File: src/ftc_pkg.sv
// Constants, field layout and carrier types for the fast timer/counter core.
// Assumes a byte-wide register port on the system clock and a 20 MHz system clock.
// Operation
// - Count, high bits and flags read back through a delaying synchroniser.
// - Bottom is signalled when the count becomes zero.
// - Eight-bit maximum is 255 and is signalled on reaching it.
// - Top is either the fixed maximum or the top compare register.
// - Tick source is system clock, or fast clock when async enable is one.
// - Prescaler offers undivided through divide by 16384, plus stop.
// - Fast clock is 64 MHz, or 32 MHz with low speed select.
// - Writing one to prescaler reset clears the prescaler.
// - Each tick clears, increments or decrements the count per mode.
// - Clock select zero stops counting; count stays readable and writable.
// - CPU write to count beats any simultaneous clear or count.
// - Mode fields shape the sequence; overflow flag set where mode says.
// - Count compared continuously against all four compare registers.
// - Match sets its flag on the following tick; enabled flag requests.
// - Flag clears on interrupt service or on software writing one.
// - PWM modes buffer compare writes until top or bottom; normal bypasses.
// - Compare reads return the buffered, most recently written value.
// - Force compare in non-PWM modes drives output, no flag, no reload.
// - Count write blocks all matches in the next tick, even stopped.
// - Low byte read copies upper bits to buffer; write takes them.
// - Third compare register holds the clear-at value, drives no waveform output.
package ftc_pkg;
    localparam int CNT_W  = 10;
    localparam int PRE_W  = 14;
    localparam int ADDR_W = 4;

    // Register offsets
    localparam logic [3:0] ADDR_CTRL_A = 4'h0;
    localparam logic [3:0] ADDR_CTRL_B = 4'h1;
    localparam logic [3:0] ADDR_CTRL_C = 4'h2;
    localparam logic [3:0] ADDR_CTRL_D = 4'h3;
    localparam logic [3:0] ADDR_PLL    = 4'h4;
    localparam logic [3:0] ADDR_COUNT  = 4'h5;
    localparam logic [3:0] ADDR_HIGH   = 4'h6;
    localparam logic [3:0] ADDR_CMP_A  = 4'h7;
    localparam logic [3:0] ADDR_CMP_B  = 4'h8;
    localparam logic [3:0] ADDR_CMP_T  = 4'h9;
    localparam logic [3:0] ADDR_CMP_D  = 4'hA;
    localparam logic [3:0] ADDR_FLAGS  = 4'hB;
    localparam logic [3:0] ADDR_MASK   = 4'hC;

    // Field positions
    localparam int CA_PWM_A  = 0;
    localparam int CA_PWM_B  = 1;
    localparam int CA_FORCE_A = 2;
    localparam int CA_FORCE_B = 3;
    localparam int CA_ACT_A  = 4;
    localparam int CA_ACT_B  = 6;
    localparam int CB_PSR    = 7;
    localparam int CC_PWM_D  = 0;
    localparam int CC_FORCE_D = 1;
    localparam int CC_ACT_D  = 2;
    localparam int PL_ASYNC  = 0;
    localparam int PL_LSM    = 1;
    localparam int PL_PLLEN  = 2;
    localparam int PL_LOCK   = 3;

    // Flag bits: compare units 0,1,3 plus overflow in slot 2 (top unit has no flag)
    localparam int FLAG_OVF = 2;

    localparam logic [7:0]       RST_BYTE  = 8'h00;
    localparam logic [CNT_W-1:0] CNT_ZERO  = 10'h000;
    localparam logic [CNT_W-1:0] CNT_MAX   = 10'h0FF;
    localparam logic [CNT_W-1:0] CMP_RESET = 10'h0FF;
    localparam logic [1:0]       MODE_MAX_TOP = 2'h3;
    localparam logic [1:0]       MODE_UPDOWN  = 2'h1;

    // Output action codes
    localparam logic [1:0] ACT_NONE   = 2'h0;
    localparam logic [1:0] ACT_TOGGLE = 2'h1;
    localparam logic [1:0] ACT_CLEAR  = 2'h2;
    localparam logic [1:0] ACT_SET    = 2'h3;

    // Fast clock rates, for reference by the PLL side
    localparam int FAST_MHZ      = 64;
    localparam int FAST_LSM_MHZ  = 32;

    typedef struct packed {
        logic             valid;
        logic [CNT_W-1:0] value;
    } ftc_cnt_wr_s;

    typedef struct packed {
        logic [3:0]       flags;
        logic [CNT_W-1:0] count;
    } ftc_status_s;
endpackage : ftc_pkg

File: src/ftc_core.sv
// Fast timer/counter: prescaler, up/down counter, four compare units.
// Assumes one system clock; the fast peripheral clock arrives as a pin
// whose edges are sampled, so it must be slower than half the system clock here.
//
// Strobed register access and the register addresses were left to the implementer.
`timescale 1ns/1ps
`default_nettype none
module ftc_core
    import ftc_pkg::*;
#(
    parameter int CW = CNT_W,
    parameter int PW = PRE_W
) (
    // Clock and reset
    input  wire logic              clock_in,
    input  wire logic              rst_in,
    // Register port
    input  wire logic [ADDR_W-1:0] addr_in,
    input  wire logic [7:0]        wdata_in,
    input  wire logic              wr_in,
    input  wire logic              rd_in,
    output logic      [7:0]        rdata_out,
    // Fast peripheral clock and PLL
    input  wire logic              fast_clk_in,
    input  wire logic              pll_locked_in,
    output logic                   pll_enable_out,
    output logic                   low_speed_select_out,
    // Interrupt service
    input  wire logic [3:0]        service_ack_in,
    output logic      [3:0]        irq_out,
    // Waveform outputs a, b, d
    output logic      [2:0]        waveform_output_out,
    output logic                   top_out,
    output logic                   bottom_out
);

    // Register layout fixes both widths
    if (CW != CNT_W || PW != PRE_W) begin : g_width_check
        $error("ftc_core: widths must match the register layout");
    end

    // Software state
    logic [7:0]    ctrl_a_q, ctrl_c_q, pll_q, mask_q;
    logic [3:0]    clock_select_q;
    logic [1:0]    waveform_mode_q;
    logic [1:0]    high_bits_buffer_q;
    logic [3:0]    flags_q;
    logic [CW-1:0] count_q;
    logic          dir_down_q;
    logic          block_q;
    logic [3:0]    arm_q;
    logic [2:0]    wave_q;
    logic [PW-1:0] presc_q;
    logic [2:0]    fast_sync_q;
    logic [1:0]    lock_sync_q;
    logic          psr_q;
    logic [7:0]    rdata_q;
    logic [3:0]    irq_q;
    logic          top_q, bottom_q;
    logic [CW-1:0] cmp_buf_q [4];
    logic [CW-1:0] cmp_act_q [4];

    // Cross-domain stages
    ftc_cnt_wr_s   cnt_wr_s1_q, cnt_wr_s2_q;
    logic [3:0]    clr_s1_q, clr_s2_q;
    ftc_status_s   stat_s1_q, stat_s2_q;

    // Register decode
    wire wr_ctrl_a = wr_in && addr_in == ADDR_CTRL_A;
    wire wr_ctrl_b = wr_in && addr_in == ADDR_CTRL_B;
    wire wr_ctrl_c = wr_in && addr_in == ADDR_CTRL_C;
    wire wr_ctrl_d = wr_in && addr_in == ADDR_CTRL_D;
    wire wr_pll    = wr_in && addr_in == ADDR_PLL;
    wire wr_count  = wr_in && addr_in == ADDR_COUNT;
    wire wr_high   = wr_in && addr_in == ADDR_HIGH;
    wire wr_flags  = wr_in && addr_in == ADDR_FLAGS;
    wire wr_mask   = wr_in && addr_in == ADDR_MASK;

    function automatic logic [2:0] cmp_index(input logic [ADDR_W-1:0] a);
        logic [2:0] r;
        r = 3'h4;
        if (a == ADDR_CMP_A) r = 3'h0;
        else if (a == ADDR_CMP_B) r = 3'h1;
        else if (a == ADDR_CMP_T) r = 3'h2;
        else if (a == ADDR_CMP_D) r = 3'h3;
        return r;
    endfunction : cmp_index

    wire [2:0] cmp_sel     = cmp_index(addr_in);
    wire       cmp_hit     = !cmp_sel[2];
    wire [1:0] cmp_idx     = cmp_sel[1:0];
    wire [CW-1:0] wr_value = {high_bits_buffer_q, wdata_in};

    // Mode decode
    wire async_mode = pll_q[PL_ASYNC];
    wire pwm_mode   = ctrl_a_q[CA_PWM_A] | ctrl_a_q[CA_PWM_B] | ctrl_c_q[CC_PWM_D];
    wire updown     = pwm_mode && waveform_mode_q == MODE_UPDOWN;
    wire [CW-1:0] top_val = (waveform_mode_q == MODE_MAX_TOP) ? CNT_MAX
                                                              : cmp_act_q[2];
    wire [1:0] act [3];
    assign act[0] = ctrl_a_q[CA_ACT_A +: 2];
    assign act[1] = ctrl_a_q[CA_ACT_B +: 2];
    assign act[2] = ctrl_c_q[CC_ACT_D +: 2];

    // Prescaler; edge of the fast clock taken only after two flops
    wire fast_edge = fast_sync_q[1] & ~fast_sync_q[2];
    wire src_en    = async_mode ? fast_edge : 1'b1;
    wire [PW-1:0] presc_mask = (clock_select_q == 4'h0) ? '0
                             : PW'((1 << (clock_select_q - 4'h1)) - 1);
    wire tick = src_en && clock_select_q != 4'h0
                && (presc_q & presc_mask) == presc_mask;

    // Counter next value
    wire at_top    = count_q == top_val;
    wire at_bottom = count_q == CNT_ZERO;
    wire at_max    = count_q == CNT_MAX;
    wire [CW-1:0] cnt_up   = count_q + CW'(1);
    wire [CW-1:0] cnt_down = count_q - CW'(1);
    wire going_down = updown && (dir_down_q || at_top) && !(dir_down_q && at_bottom);
    wire [CW-1:0] cnt_next = updown ? (going_down ? cnt_down : cnt_up)
                                    : (at_top ? CNT_ZERO : cnt_up);
    wire ovf_event = tick && (updown ? (dir_down_q && cnt_down == CNT_ZERO)
                                     : at_top);
    wire upd_point = updown ? at_bottom : at_top;

    // Synchronised count write and flag clears
    wire cnt_apply = cnt_wr_s2_q.valid;

    wire [3:0] cmp_eq;
    genvar gi;
    generate
        for (gi = 0; gi < 4; gi++) begin : g_cmp
            assign cmp_eq[gi] = count_q == cmp_act_q[gi];

            always_ff @(posedge clock_in) begin
                if (rst_in) begin
                    cmp_buf_q[gi] <= CMP_RESET;
                end else if (wr_in && cmp_hit && cmp_idx == 2'(gi)) begin
                    cmp_buf_q[gi] <= wr_value;
                end
            end

            always_ff @(posedge clock_in) begin
                if (rst_in) begin
                    cmp_act_q[gi] <= CMP_RESET;
                end else if (!pwm_mode || (tick && upd_point)) begin
                    cmp_act_q[gi] <= cmp_buf_q[gi];
                end
            end
        end

        for (gi = 0; gi < 3; gi++) begin : g_wave
            localparam int U = (gi == 2) ? 3 : gi;
            wire force_bit = (gi == 0) ? ctrl_a_q[CA_FORCE_A]
                           : (gi == 1) ? ctrl_a_q[CA_FORCE_B] : ctrl_c_q[CC_FORCE_D];
            wire real_match = tick && arm_q[U];
            wire hit = real_match || (force_bit && !pwm_mode);
            logic nxt;
            always_comb begin
                nxt = wave_q[gi];
                if (pwm_mode) begin
                    if (act[gi] != ACT_NONE && tick && upd_point && !updown)
                        nxt = act[gi] != ACT_SET;
                    if (act[gi] != ACT_NONE && real_match)
                        nxt = act[gi] == ACT_SET;
                end else if (hit) begin
                    case (act[gi])
                        ACT_TOGGLE: nxt = ~wave_q[gi];
                        ACT_CLEAR:  nxt = 1'b0;
                        ACT_SET:    nxt = 1'b1;
                        default:    nxt = wave_q[gi];
                    endcase
                end
            end

            // Force only outside PWM
            always_ff @(posedge clock_in) begin
                if (rst_in) begin
                    wave_q[gi] <= 1'b0;
                end else begin
                    wave_q[gi] <= nxt;
                end
            end
        end
    endgenerate

    // Flags: hardware set wins over any clear in the same cycle
    wire [3:0] flag_set = {tick && arm_q[3], ovf_event,
                           tick && arm_q[1], tick && arm_q[0]};
    wire [3:0] flag_clr = clr_s2_q | service_ack_in;

    // Read mux
    // Status reads lag two cycles
    logic [7:0] rd_mux;
    wire [CW-1:0] cmp_rd = cmp_buf_q[cmp_idx];
    always_comb begin
        rd_mux = RST_BYTE;
        if (addr_in == ADDR_CTRL_A) rd_mux = ctrl_a_q;
        else if (addr_in == ADDR_CTRL_B) rd_mux = {1'b0, 3'h0, clock_select_q};
        else if (addr_in == ADDR_CTRL_C) rd_mux = ctrl_c_q;
        else if (addr_in == ADDR_CTRL_D) rd_mux = {6'h00, waveform_mode_q};
        else if (addr_in == ADDR_PLL) rd_mux = {4'h0, lock_sync_q[1], pll_q[2:0]};
        else if (addr_in == ADDR_COUNT) rd_mux = stat_s2_q.count[7:0];
        else if (addr_in == ADDR_HIGH) rd_mux = {6'h00, high_bits_buffer_q};
        else if (cmp_hit) rd_mux = cmp_rd[7:0];
        else if (addr_in == ADDR_FLAGS) rd_mux = {4'h0, stat_s2_q.flags};
        else if (addr_in == ADDR_MASK) rd_mux = {4'h0, mask_q[3:0]};
    end

    wire rd_low_count = rd_in && addr_in == ADDR_COUNT;
    wire rd_low_cmp   = rd_in && cmp_hit;

    // Control registers
    always_ff @(posedge clock_in) begin
        if (rst_in) begin
            ctrl_a_q        <= RST_BYTE;
            ctrl_c_q        <= RST_BYTE;
            clock_select_q  <= 4'h0;
            waveform_mode_q <= 2'h0;
            pll_q           <= RST_BYTE;
            mask_q          <= RST_BYTE;
            psr_q           <= 1'b0;
        end else begin
            // Force bits are strobes
            ctrl_a_q[CA_FORCE_A] <= 1'b0;
            ctrl_a_q[CA_FORCE_B] <= 1'b0;
            ctrl_c_q[CC_FORCE_D] <= 1'b0;

            psr_q                <= wr_ctrl_b && wdata_in[CB_PSR];
            if (wr_ctrl_a) ctrl_a_q <= wdata_in;
            if (wr_ctrl_c) ctrl_c_q <= wdata_in;
            if (wr_ctrl_b) clock_select_q <= wdata_in[3:0];
            if (wr_ctrl_d) waveform_mode_q <= wdata_in[1:0];
            if (wr_pll) pll_q <= {5'h00, wdata_in[2:0]};
            if (wr_mask) mask_q <= wdata_in;
        end
    end

    // High-bits buffer
    always_ff @(posedge clock_in) begin
        if (rst_in) begin
            high_bits_buffer_q <= 2'h0;
        end else if (wr_high) begin
            high_bits_buffer_q <= wdata_in[1:0];
        end else if (rd_low_count) begin
            high_bits_buffer_q <= stat_s2_q.count[CW-1:8];
        end else if (rd_low_cmp) begin
            high_bits_buffer_q <= cmp_rd[CW-1:8];
        end
    end

    // Two-stage passage toward the counter and back
    always_ff @(posedge clock_in) begin
        if (rst_in) begin
            cnt_wr_s1_q <= '0;
            cnt_wr_s2_q <= '0;
            clr_s1_q    <= 4'h0;
            clr_s2_q    <= 4'h0;
            stat_s1_q   <= '0;
            stat_s2_q   <= '0;
            fast_sync_q <= 3'h0;
            lock_sync_q <= 2'h0;
        end else begin
            cnt_wr_s1_q <= '{valid: wr_count, value: wr_value};
            cnt_wr_s2_q <= cnt_wr_s1_q;

            clr_s1_q    <= wr_flags ? wdata_in[3:0] : 4'h0;
            clr_s2_q    <= clr_s1_q;

            stat_s1_q   <= '{flags: flags_q, count: count_q};
            stat_s2_q   <= stat_s1_q;

            fast_sync_q <= {fast_sync_q[1:0], fast_clk_in};
            lock_sync_q <= {lock_sync_q[0], pll_locked_in};
        end
    end

    // Prescaler
    // Held while stopped; reset bit restarts it
    always_ff @(posedge clock_in) begin
        if (rst_in || psr_q) begin
            presc_q <= '0;
        end else if (src_en && clock_select_q != 4'h0) begin
            presc_q <= presc_q + PW'(1);
        end
    end

    // Counter, direction, match blocking and flags
    always_ff @(posedge clock_in) begin
        if (rst_in) begin
            count_q    <= CNT_ZERO;
            dir_down_q <= 1'b0;
            block_q    <= 1'b0;
            arm_q      <= 4'h0;
            flags_q    <= 4'h0;
        end else begin
            if (cnt_apply) begin
                count_q <= cnt_wr_s2_q.value;
            end else if (tick) begin
                count_q    <= cnt_next;
                dir_down_q <= going_down;
            end
            if (!updown) dir_down_q <= 1'b0;

            // Held until the next tick
            if (cnt_apply) begin
                block_q <= 1'b1;
            end else if (tick) begin
                block_q <= 1'b0;
            end

            if (tick) begin
                arm_q <= (block_q || cnt_apply) ? 4'h0 : cmp_eq;
            end

            flags_q <= (flags_q & ~flag_clr) | flag_set;
        end
    end

    // Output registers
    always_ff @(posedge clock_in) begin
        if (rst_in) begin
            rdata_q  <= RST_BYTE;
            irq_q    <= 4'h0;
            top_q    <= 1'b0;
            bottom_q <= 1'b0;
        end else begin
            rdata_q  <= rd_in ? rd_mux : RST_BYTE;
            irq_q    <= flags_q & mask_q[3:0] & ~flag_clr;
            top_q    <= at_top || at_max;
            bottom_q <= at_bottom;
        end
    end

    assign rdata_out            = rdata_q;
    assign irq_out              = irq_q;
    assign waveform_output_out  = wave_q;
    assign pll_enable_out       = pll_q[PL_PLLEN];
    assign low_speed_select_out = pll_q[PL_LSM];
    assign top_out              = top_q;
    assign bottom_out           = bottom_q;

endmodule : ftc_core
`default_nettype wire

File: config.mk
export PLATFORM = sky130hd
export DESIGN_NAME = ftc_core
export DESIGN_NICKNAME = d
export VERILOG_FILES = /design/src/ftc_pkg.sv /design/src/ftc_core.sv
export SDC_FILE = /design/constraint.sdc
export NUM_CORES = 1
export LEC_CHECK = 0
export ABC_CLOCK_PERIOD_IN_PS = 3600
export BUFFER_PORTS_ARGS = -buffer_cell sky130_fd_sc_hd__buf_2
export CORE_MARGIN = 2
export CORE_UTILIZATION = 41
export CTS_CLUSTER_SIZE = 20
export DETAILED_ROUTE_END_ITERATION = 10
export HOLD_SLACK_MARGIN = 0.12
export MAX_ROUTING_LAYER = met4
export SYNTH_ARGS = -nofsm -noshare
export SYNTH_HDL_FRONTEND = slang
export SYNTH_SLANG_ARGS = --single-unit
File: constraint.sdc
create_clock -name clock_in -period 3.6 [get_ports clock_in]
set_input_delay 0.72 -clock clock_in [delete_from_list [all_inputs] [get_ports clock_in]]
set_output_delay 0.72 -clock clock_in [all_outputs]
set_load 0.01 [all_outputs]
==> summary.txt, run 1 <==
STA
  – Final min period: 3177 ps
  – Clock Skews: 9.870 ps
  – Final Hold Fails: 0
  – Slew Viols, Final: 0
  – Fmax: 314.7 MHz
  – Unrepaired setup endpoints after global routing: false
  – Setup Total Neg Slack: 0 ps
  – Fin crit share: 88.26%
  – Setup-failing EPs final: 0
  – Final worst hold slack: 406.3 ps
  – Relative slew slack: 45.01%
  – Actual slew at the worst max-slew pin: 823.8 ps

Floorplanning
  – Die Area: 0.02684 sq mm
  – Initial Util: 41.71%
  – Die X: 163.8 um
  – Core area: 0.02511 sq mm
  – Io pins: 41
  – Die extent in y: 163.8 um
  – Row count: 58

Power
  – PwrDens: 496.9 mW/mm^2
  – Peak VDD IR: 0.0003601 V
  – Lkg Pwr: 0.004467 uW

Setup path
  – Crit path top cell by count: nor3_1
  – Cells on worst reg2reg path: 12
  – Crit-path max FO: 12
  – Worst path cell trace: nand2b_1 > nor3_1 > inv_1 > ha_1 > xnor2_1 > o221ai_2 > a2111oi_4 > nand2_2 > buf_4 > nor3_1 > a21oi_1 > nor2_1
  – Req. time, crit path: 4070 ps
  – Worst Setup End Kind: flop
  – Kind of critical path: reg -> reg
  – Slowest cell delay on critical path: 460 ps
  – Startpoint Class: flop
  – Worst path slowest cell: a2111oi_4
  – WP data arrival: 3640 ps

Drt
  – First-pass DRT Iterations: 7
  – DRT Wirelength: 28150 um
  – Met3 wire length: 1714 um
  – Vias per inst: 5.529
  – WL met1: 13050 um
  – Wire length on met2: 12510 um
  – Routed Antenna Nets: 0
  – Post-route DRC: 0
  – WL per Instance: 19.99 um
  – Top layer in use: met4
  – Via Count: 7785
  – Initial DRC count: 761

Synthesis
  – Fraction of registers with async set/reset: 0%
  – Post-synth top cells: dfxtp_1 (145), nor2_1 (116), edfxtp_1 (80)
  – Sequential-to-total area share from yosys stat: 50.66%
  – Mux contribution to synthesized area: 5.448%
  – Flops & latches, synth: 225
  – Ys Warns: 0
  – Synth top area share: 27.72%
  – Most repeated cell in the gate-level netlist after synthesis: dfxtp_1
  – Top_reg_cell synth: dfxtp_1
  – EDFF count, synth: 80
  – XOR/XNOR share of the synthesized area: 4.600%
  – Synth area leaders: dfxtp_1 (28%), edfxtp_1 (23%), nor2_1 (4.2%), nor2b_1 (3.8%), or3_1 (3.6%)
  – Simple-Gate Fraction of Synth Area: 21.94%
  – Synth Net Count: 1059
  – Adder-cell share of the synthesized area: 1.075%
  – Largest family of logic cells by synthesized area: simple AND/OR/NAND/NOR gates
  – Unique masters post-synth: 89
  – Syn_area_per_cell: 10.19 sq um
  – Synthesized area: 0.01047 sq mm
  – Complex-gate fraction of the synthesized area: 12.07%
  – Cells after Synth: 1028
  – Yosys top cell by area: dfxtp_1

Final layout
  – Syn-to-layout area delta: 13.67%
  – Final Util: 47.41%
  – Final nets: 1087
  – Final cell count without fillers: 1408
  – Share of cells above drive strength 1: 15.15%
  – Sequential cell area: 0.005305 sq mm
  – Layout fillers: 2391
  – Area of the multi-input gates: 0.004728 sq mm

GRT
  – Initial antenna violation count: 2
  – Number of global-route vias before repair: 7303
  – Total Routing Usage GR: 21.67%
  – Largest net degree at the start of global routing: 159
  – First-pass GRT wire length: 43500 um
  – Gr ovfl total: 0

Placement
  – Placed cells: 1358
  – GP Congestion: 0.9345
  – Port bufs: 40
  – DP HPWL: 20010 um

Clock network
  – CTS resizes: 0
  – CTS tree: done
  – Post-CTS Setup Bufs: 0
  – CTS H-tree lvls: 1
  – Total CTS buffers: 26
  – Hold buffer count at cts: 0
  – Clock Tree Buf Depth: 3
  – Clock Latency Late Sink: 530 ps
  – Reg clk slew, reported paths: 60 ps
  – Root Buffer Master: clkbuf_16
  – Sinks on Clock Net: 225

Job
  – MaxCap Viol Count: 0

Worst hold path
  – Worst Hold Depth: 2
  – Min-delay worst type: in -> reg

Run status
  – Run status: completed
-- path summary, 6_finish.rpt --
check	start	endpoint	slack [ps]
setup / recovery	clock_select_q[3]	arm_q[0]	420
hold reg to reg	clr_s1_q[3]	clr_s2_q[3]	440
setup reg to reg	clock_select_q[3]	arm_q[0]	420
hold / removal	fast_clk_in	fast_sync_q[0]	410
-- metal layers --
layer	track usage, %	vias to the layer above
met1	30.40	3707
met5	-	-
met2	32.39	286
li1	-	3725
met4	7.337	0
met3	2.879	67
-- metrics by stage --
stage	area, sq um	total power, uW	worst slack, ps
after floorplan	10480	3083	278.8
after global placement	11000	3224	564.4
after detailed placement	11000	3228	474.9
after CTS	11900	5958	459.8
after global routing	11900	6121	119.3
final	11900	5915	422.7
-- cell type report --
cell class,instances,share of cell area [%]
Timing Repair Buffer,71,3.868
Sequential cell,225,44.57
Clock buffer,30,5.855
Clock inverter,18,1.692
Tap cell,330,3.469
Multi-Input combinational cell,707,39.72
Inverter,25,0.7883
Antenna cell,2,0.04204
-- worst max-delay path, delay by kind of cell, from the launching register on --
kind	cells	cell delay, ps
AOI/OAI and AO/OA	3	660
adders and majority gates	1	300
xor gates and xnor gates	1	210
DFF	1	370
buffers and inverters	2	330
and+or+nand+nor	5	1220
-- cell usage in the layout, fill, tap and decap left out, types with 6 or more instances in the layout --
| master | netlist | routed |
|---|---|---|
| edfxtp_1 | 80 | 80 |
| inv_1 | 24 | 24 |
| xnor2_1 | 28 | 28 |
| nor2b_1 | 63 | 63 |
| a211oi_1 | 6 | 6 |
| nand4_1 | 15 | 15 |
| and2_1 | 15 | 15 |
| o22ai_1 | 7 | 7 |
| nor4_1 | 9 | 9 |
| or2_2 | 11 | 11 |
| ha_1 | 9 | 9 |
| buf_4 | 5 | 30 |
| mux4_2 | 12 | 12 |
| a21oi_1 | 42 | 42 |
| nand2_1 | 59 | 58 |
| nand3_1 | 20 | 20 |
| xor2_1 | 27 | 27 |
| o21ai_1 | 7 | 7 |
| and3_1 | 10 | 10 |
| nand2b_1 | 6 | 6 |
| buf_2 | 14 | 39 |
| dfxtp_1 | 145 | 145 |
| or3_1 | 60 | 60 |
| mux2i_1 | 30 | 30 |
| nand3b_1 | 7 | 7 |
| a222oi_1 | 6 | 6 |
| nor3_1 | 12 | 12 |
| o21ai_0 | 25 | 25 |
| a31oi_1 | 6 | 6 |
| clkbuf_16 | 0 | 27 |
| nor2_1 | 116 | 116 |
-- state kept, by name (all words and copies together) (netlist names), 8 cells and up --
signal / flops
cmp_act_q: 40
cmp_buf_q: 40
presc_q: 14
stat_s1_q: 14
stat_s2_q: 14
cnt_wr_s1_q: 11
cnt_wr_s2_q: 10
count_q: 10
ctrl_a_q: 8
ctrl_c_q: 8
rdata_out: 8
-- report_power, final --
group / total, uW / switching [uW] / internal, uW / leakage, uW
logic: 398 / 244 / 154 / 0.00207
clock network: 2740 / 1060 / 1670 / 0.000426
registers: 2780 / 62.5 / 2720 / 0.00197
total: 5920 / 1370 / 4550 / 0.00447
-- kinds of logic after synthesis --
kind of cell,count (synthesis)
adder cells (fa/ha/maj),9
AND/OR/NAND/NOR,430
AO/OA/AOI/OAI,171
flip-flops,225
XOR/XNOR,55
multiplexers,42
buffers and inverters,96
No activity file was read; power rests on OpenSTA's default activity.
==> inputs of run 2 (changes only) <==
--- a/config.mk
+++ b/config.mk
@@ -7,7 +7,7 @@
 export LEC_CHECK = 0
 export ABC_CLOCK_PERIOD_IN_PS = 3600
 export BUFFER_PORTS_ARGS = -buffer_cell sky130_fd_sc_hd__buf_2
-export CORE_MARGIN = 2
+export CORE_MARGIN = 4
 export CORE_UTILIZATION = 41
 export CTS_CLUSTER_SIZE = 20
 export DETAILED_ROUTE_END_ITERATION = 10
==> run 2 against run 1 <==
Net effect:
- final area down 0.51%
- die area is 4.9% higher
- clock-buffer cell count increased by 9
- sequential power barely moved
- largest cell class unchanged
- largest power group unchanged
==> summary.txt, run 2 (synthesis gave the netlist of run 1 again) <==
STA
  – Slew Viols, Final: 0 (unchanged)
  – Fmax: 318.8 MHz (+1.3%)
  – Relative slew slack: 40.27% (-4.7 points)
  – Final Hold Fails: 0 (unchanged)
  – Final min period: 3137 ps (-40.63 ps)
  – Fin crit share: 87.13% (-1.1 points)
  – Setup-failing EPs final: 0 (unchanged)
  – Setup Total Neg Slack: 0 ps (unchanged)
  – Clock Skews: 15.50 ps (+5.632 ps)
  – Unrepaired setup endpoints after global routing: false
  – Actual slew at the worst max-slew pin: 894.0 ps (+70.21 ps)

Drt
  – Routed Antenna Nets: 0 (unchanged)
  – Post-route DRC: 0 (unchanged)
  – Initial DRC count: 804 (+5.7%)
  – Via Count: 7766 (-0.24%)
  – Vias per inst: 5.523 (-0.10%)
  – First-pass DRT Iterations: 7 (unchanged)
  – DRT Wirelength: 28360 um (+0.77%)
  – WL per Instance: 20.17 um (+0.91%)

GRT
  – Largest net degree at the start of global routing: 120 (-25%)
  – Initial antenna violation count: 1 (-1)
  – Gr ovfl total: 0 (unchanged)
  – Number of global-route vias before repair: 7397 (+1.3%)
  – First-pass GRT wire length: 43790 um (+0.65%)
  – Total Routing Usage GR: 20.22% (-1.5 points)

Power
  – Peak VDD IR: 0.0003078 V (-15%)
  – Lkg Pwr: 0.004464 uW (about the same)
  – PwrDens: 480.7 mW/mm^2 (-3.3%)
  – Power, Total: 5692 uW (-3.8%)

Final layout
  – Syn-to-layout area delta: 13.08%
  – Commonest cells after routing, fill and taps aside: dfxtp_1 (145), nor2_1 (116), edfxtp_1 (80)
  – Share of cells above drive strength 1: 15.35% (+0.20 points)
  – Final cell count without fillers: 1406 (-0.14%)
  – Post-Layout Inst Area: 0.01184 sq mm (-0.51%)
  – Top flop regs: cmp_act_q x40, cmp_buf_q x40
  – Final nets: 1089 (+0.18%)
  – Commonest non-fill, non-tap cell in the layout: dfxtp_1

Clock network
  – Post-CTS Setup Bufs: 0 (unchanged)
  – Clock Tree Buf Depth: 3 (unchanged)
  – Total CTS buffers: 25 (-3.8%)
  – Clock Latency Late Sink: 510 ps (-20 ps)
  – Sinks on Clock Net: 225 (unchanged)
  – CTS tree: done
  – CTS H-tree lvls: 1 (unchanged)
  – Reg clk slew, reported paths: 60 ps (about the same)
  – Root Buffer Master: clkbuf_16
  – CTS resizes: 0 (unchanged)
  – Hold buffer count at cts: 0 (unchanged)

Setup path
  – Kind of critical path: reg -> reg
  – Worst r2r src: clock_select_q[3]
  – Req. time, crit path: 3850 ps (-220 ps)
  – Crit-path max FO: 21 (+9)
  – Setup slack, reg-to-reg: 460 ps (+40 ps)
  – Worst Setup End Kind: flop
  – Startpoint Class: flop
  – Crit path from: clock_select_q[3]
  – WP data arrival: 3380 ps (-260 ps)

Placement
  – Port bufs: 40 (unchanged)
  – Post-placement cell area: 0.01102 sq mm (+0.20%)
  – DP HPWL: 20150 um (+0.70%)
  – Placed cells: 1361 (+0.22%)
  – GP Congestion: 0.9921 (+6.2%)

Floorplanning
  – Core area: 0.02518 sq mm (+0.29%)
  – Die X: 167.8 um (+2.4%)
  – Row count: 58 (unchanged)
  – Die extent in y: 167.8 um (+2.4%)
  – Die Area: 0.02816 sq mm (+4.9%)
  – Initial Util: 41.59% (-0.12 points)
  – Io pins: 41 (unchanged)

Job
  – MaxCap Viol Count: 0 (unchanged)

Worst hold path
  – Hold Crit Start: pll_locked_in
  – Min-delay worst type: in -> reg

Run status
  – Run status: completed
run 2: final timing paths:
check | endpoint | cells after the start
setup / recovery | cmp_act_q[1][3] | 11
hold / removal | lock_sync_q[0] | 2
setup reg to reg | cmp_act_q[1][3] | 11
hold reg to reg | stat_s2_q[1] | 1
run 2: per-stage QoR:
step                hold slack, ps  util, %  setup WS (ps)
detailed placement           423.4    43.77          479.5
CTS                          406.3    47.02          460.3
global placement             416.9    43.77          544.9
finish                       420.8    47.03          463.3
global route                 431.4    47.03          183.7
floorplan                    413.0        -          278.8
run 2: metal layers:
metal / vias up / track usage (%) / routed length [um]
li1: 3730 / - / -
met1: 3737 / 28.47 / 12980
met2: 255 / 30.56 / 12690
met3: 44 / 2.982 / 1806
met4: 0 / 5.857 / 884
met5: - / - / 0
run 2: critical path: stages (launching register included):
cell       delay (ps)
dfxtp_1           300
nand2b_1          160
nor3_1            240
inv_1              80
ha_1              300
xnor2_1           220
o221ai_2          140
a2111oi_4         460
and2_4            340
a21oi_4           110
buf_4             200
or3_1             320
run 2: final cells by class:
| type | count | area (sq um) |
|---|---|---|
| fillers | 2332 | 13340 |
| inverters | 25 | 93.84 |
| multi-input cells | 707 | 4728 |
| clock inverters | 5 | 52.55 |
| clock buffers | 39 | 764.5 |
| flip-flops and latches | 225 | 5305 |
| repair buffers | 74 | 483.0 |
| well taps | 330 | 412.9 |
| diodes | 1 | 2.502 |
run 2: report_power, final:
group	internal [uW]	switching (uW)	total [uW]	leakage, uW
registers	2720	62.1	2780	0.00197
logic	158	244	402	0.00209
clock network	1520	990	2510	0.000408
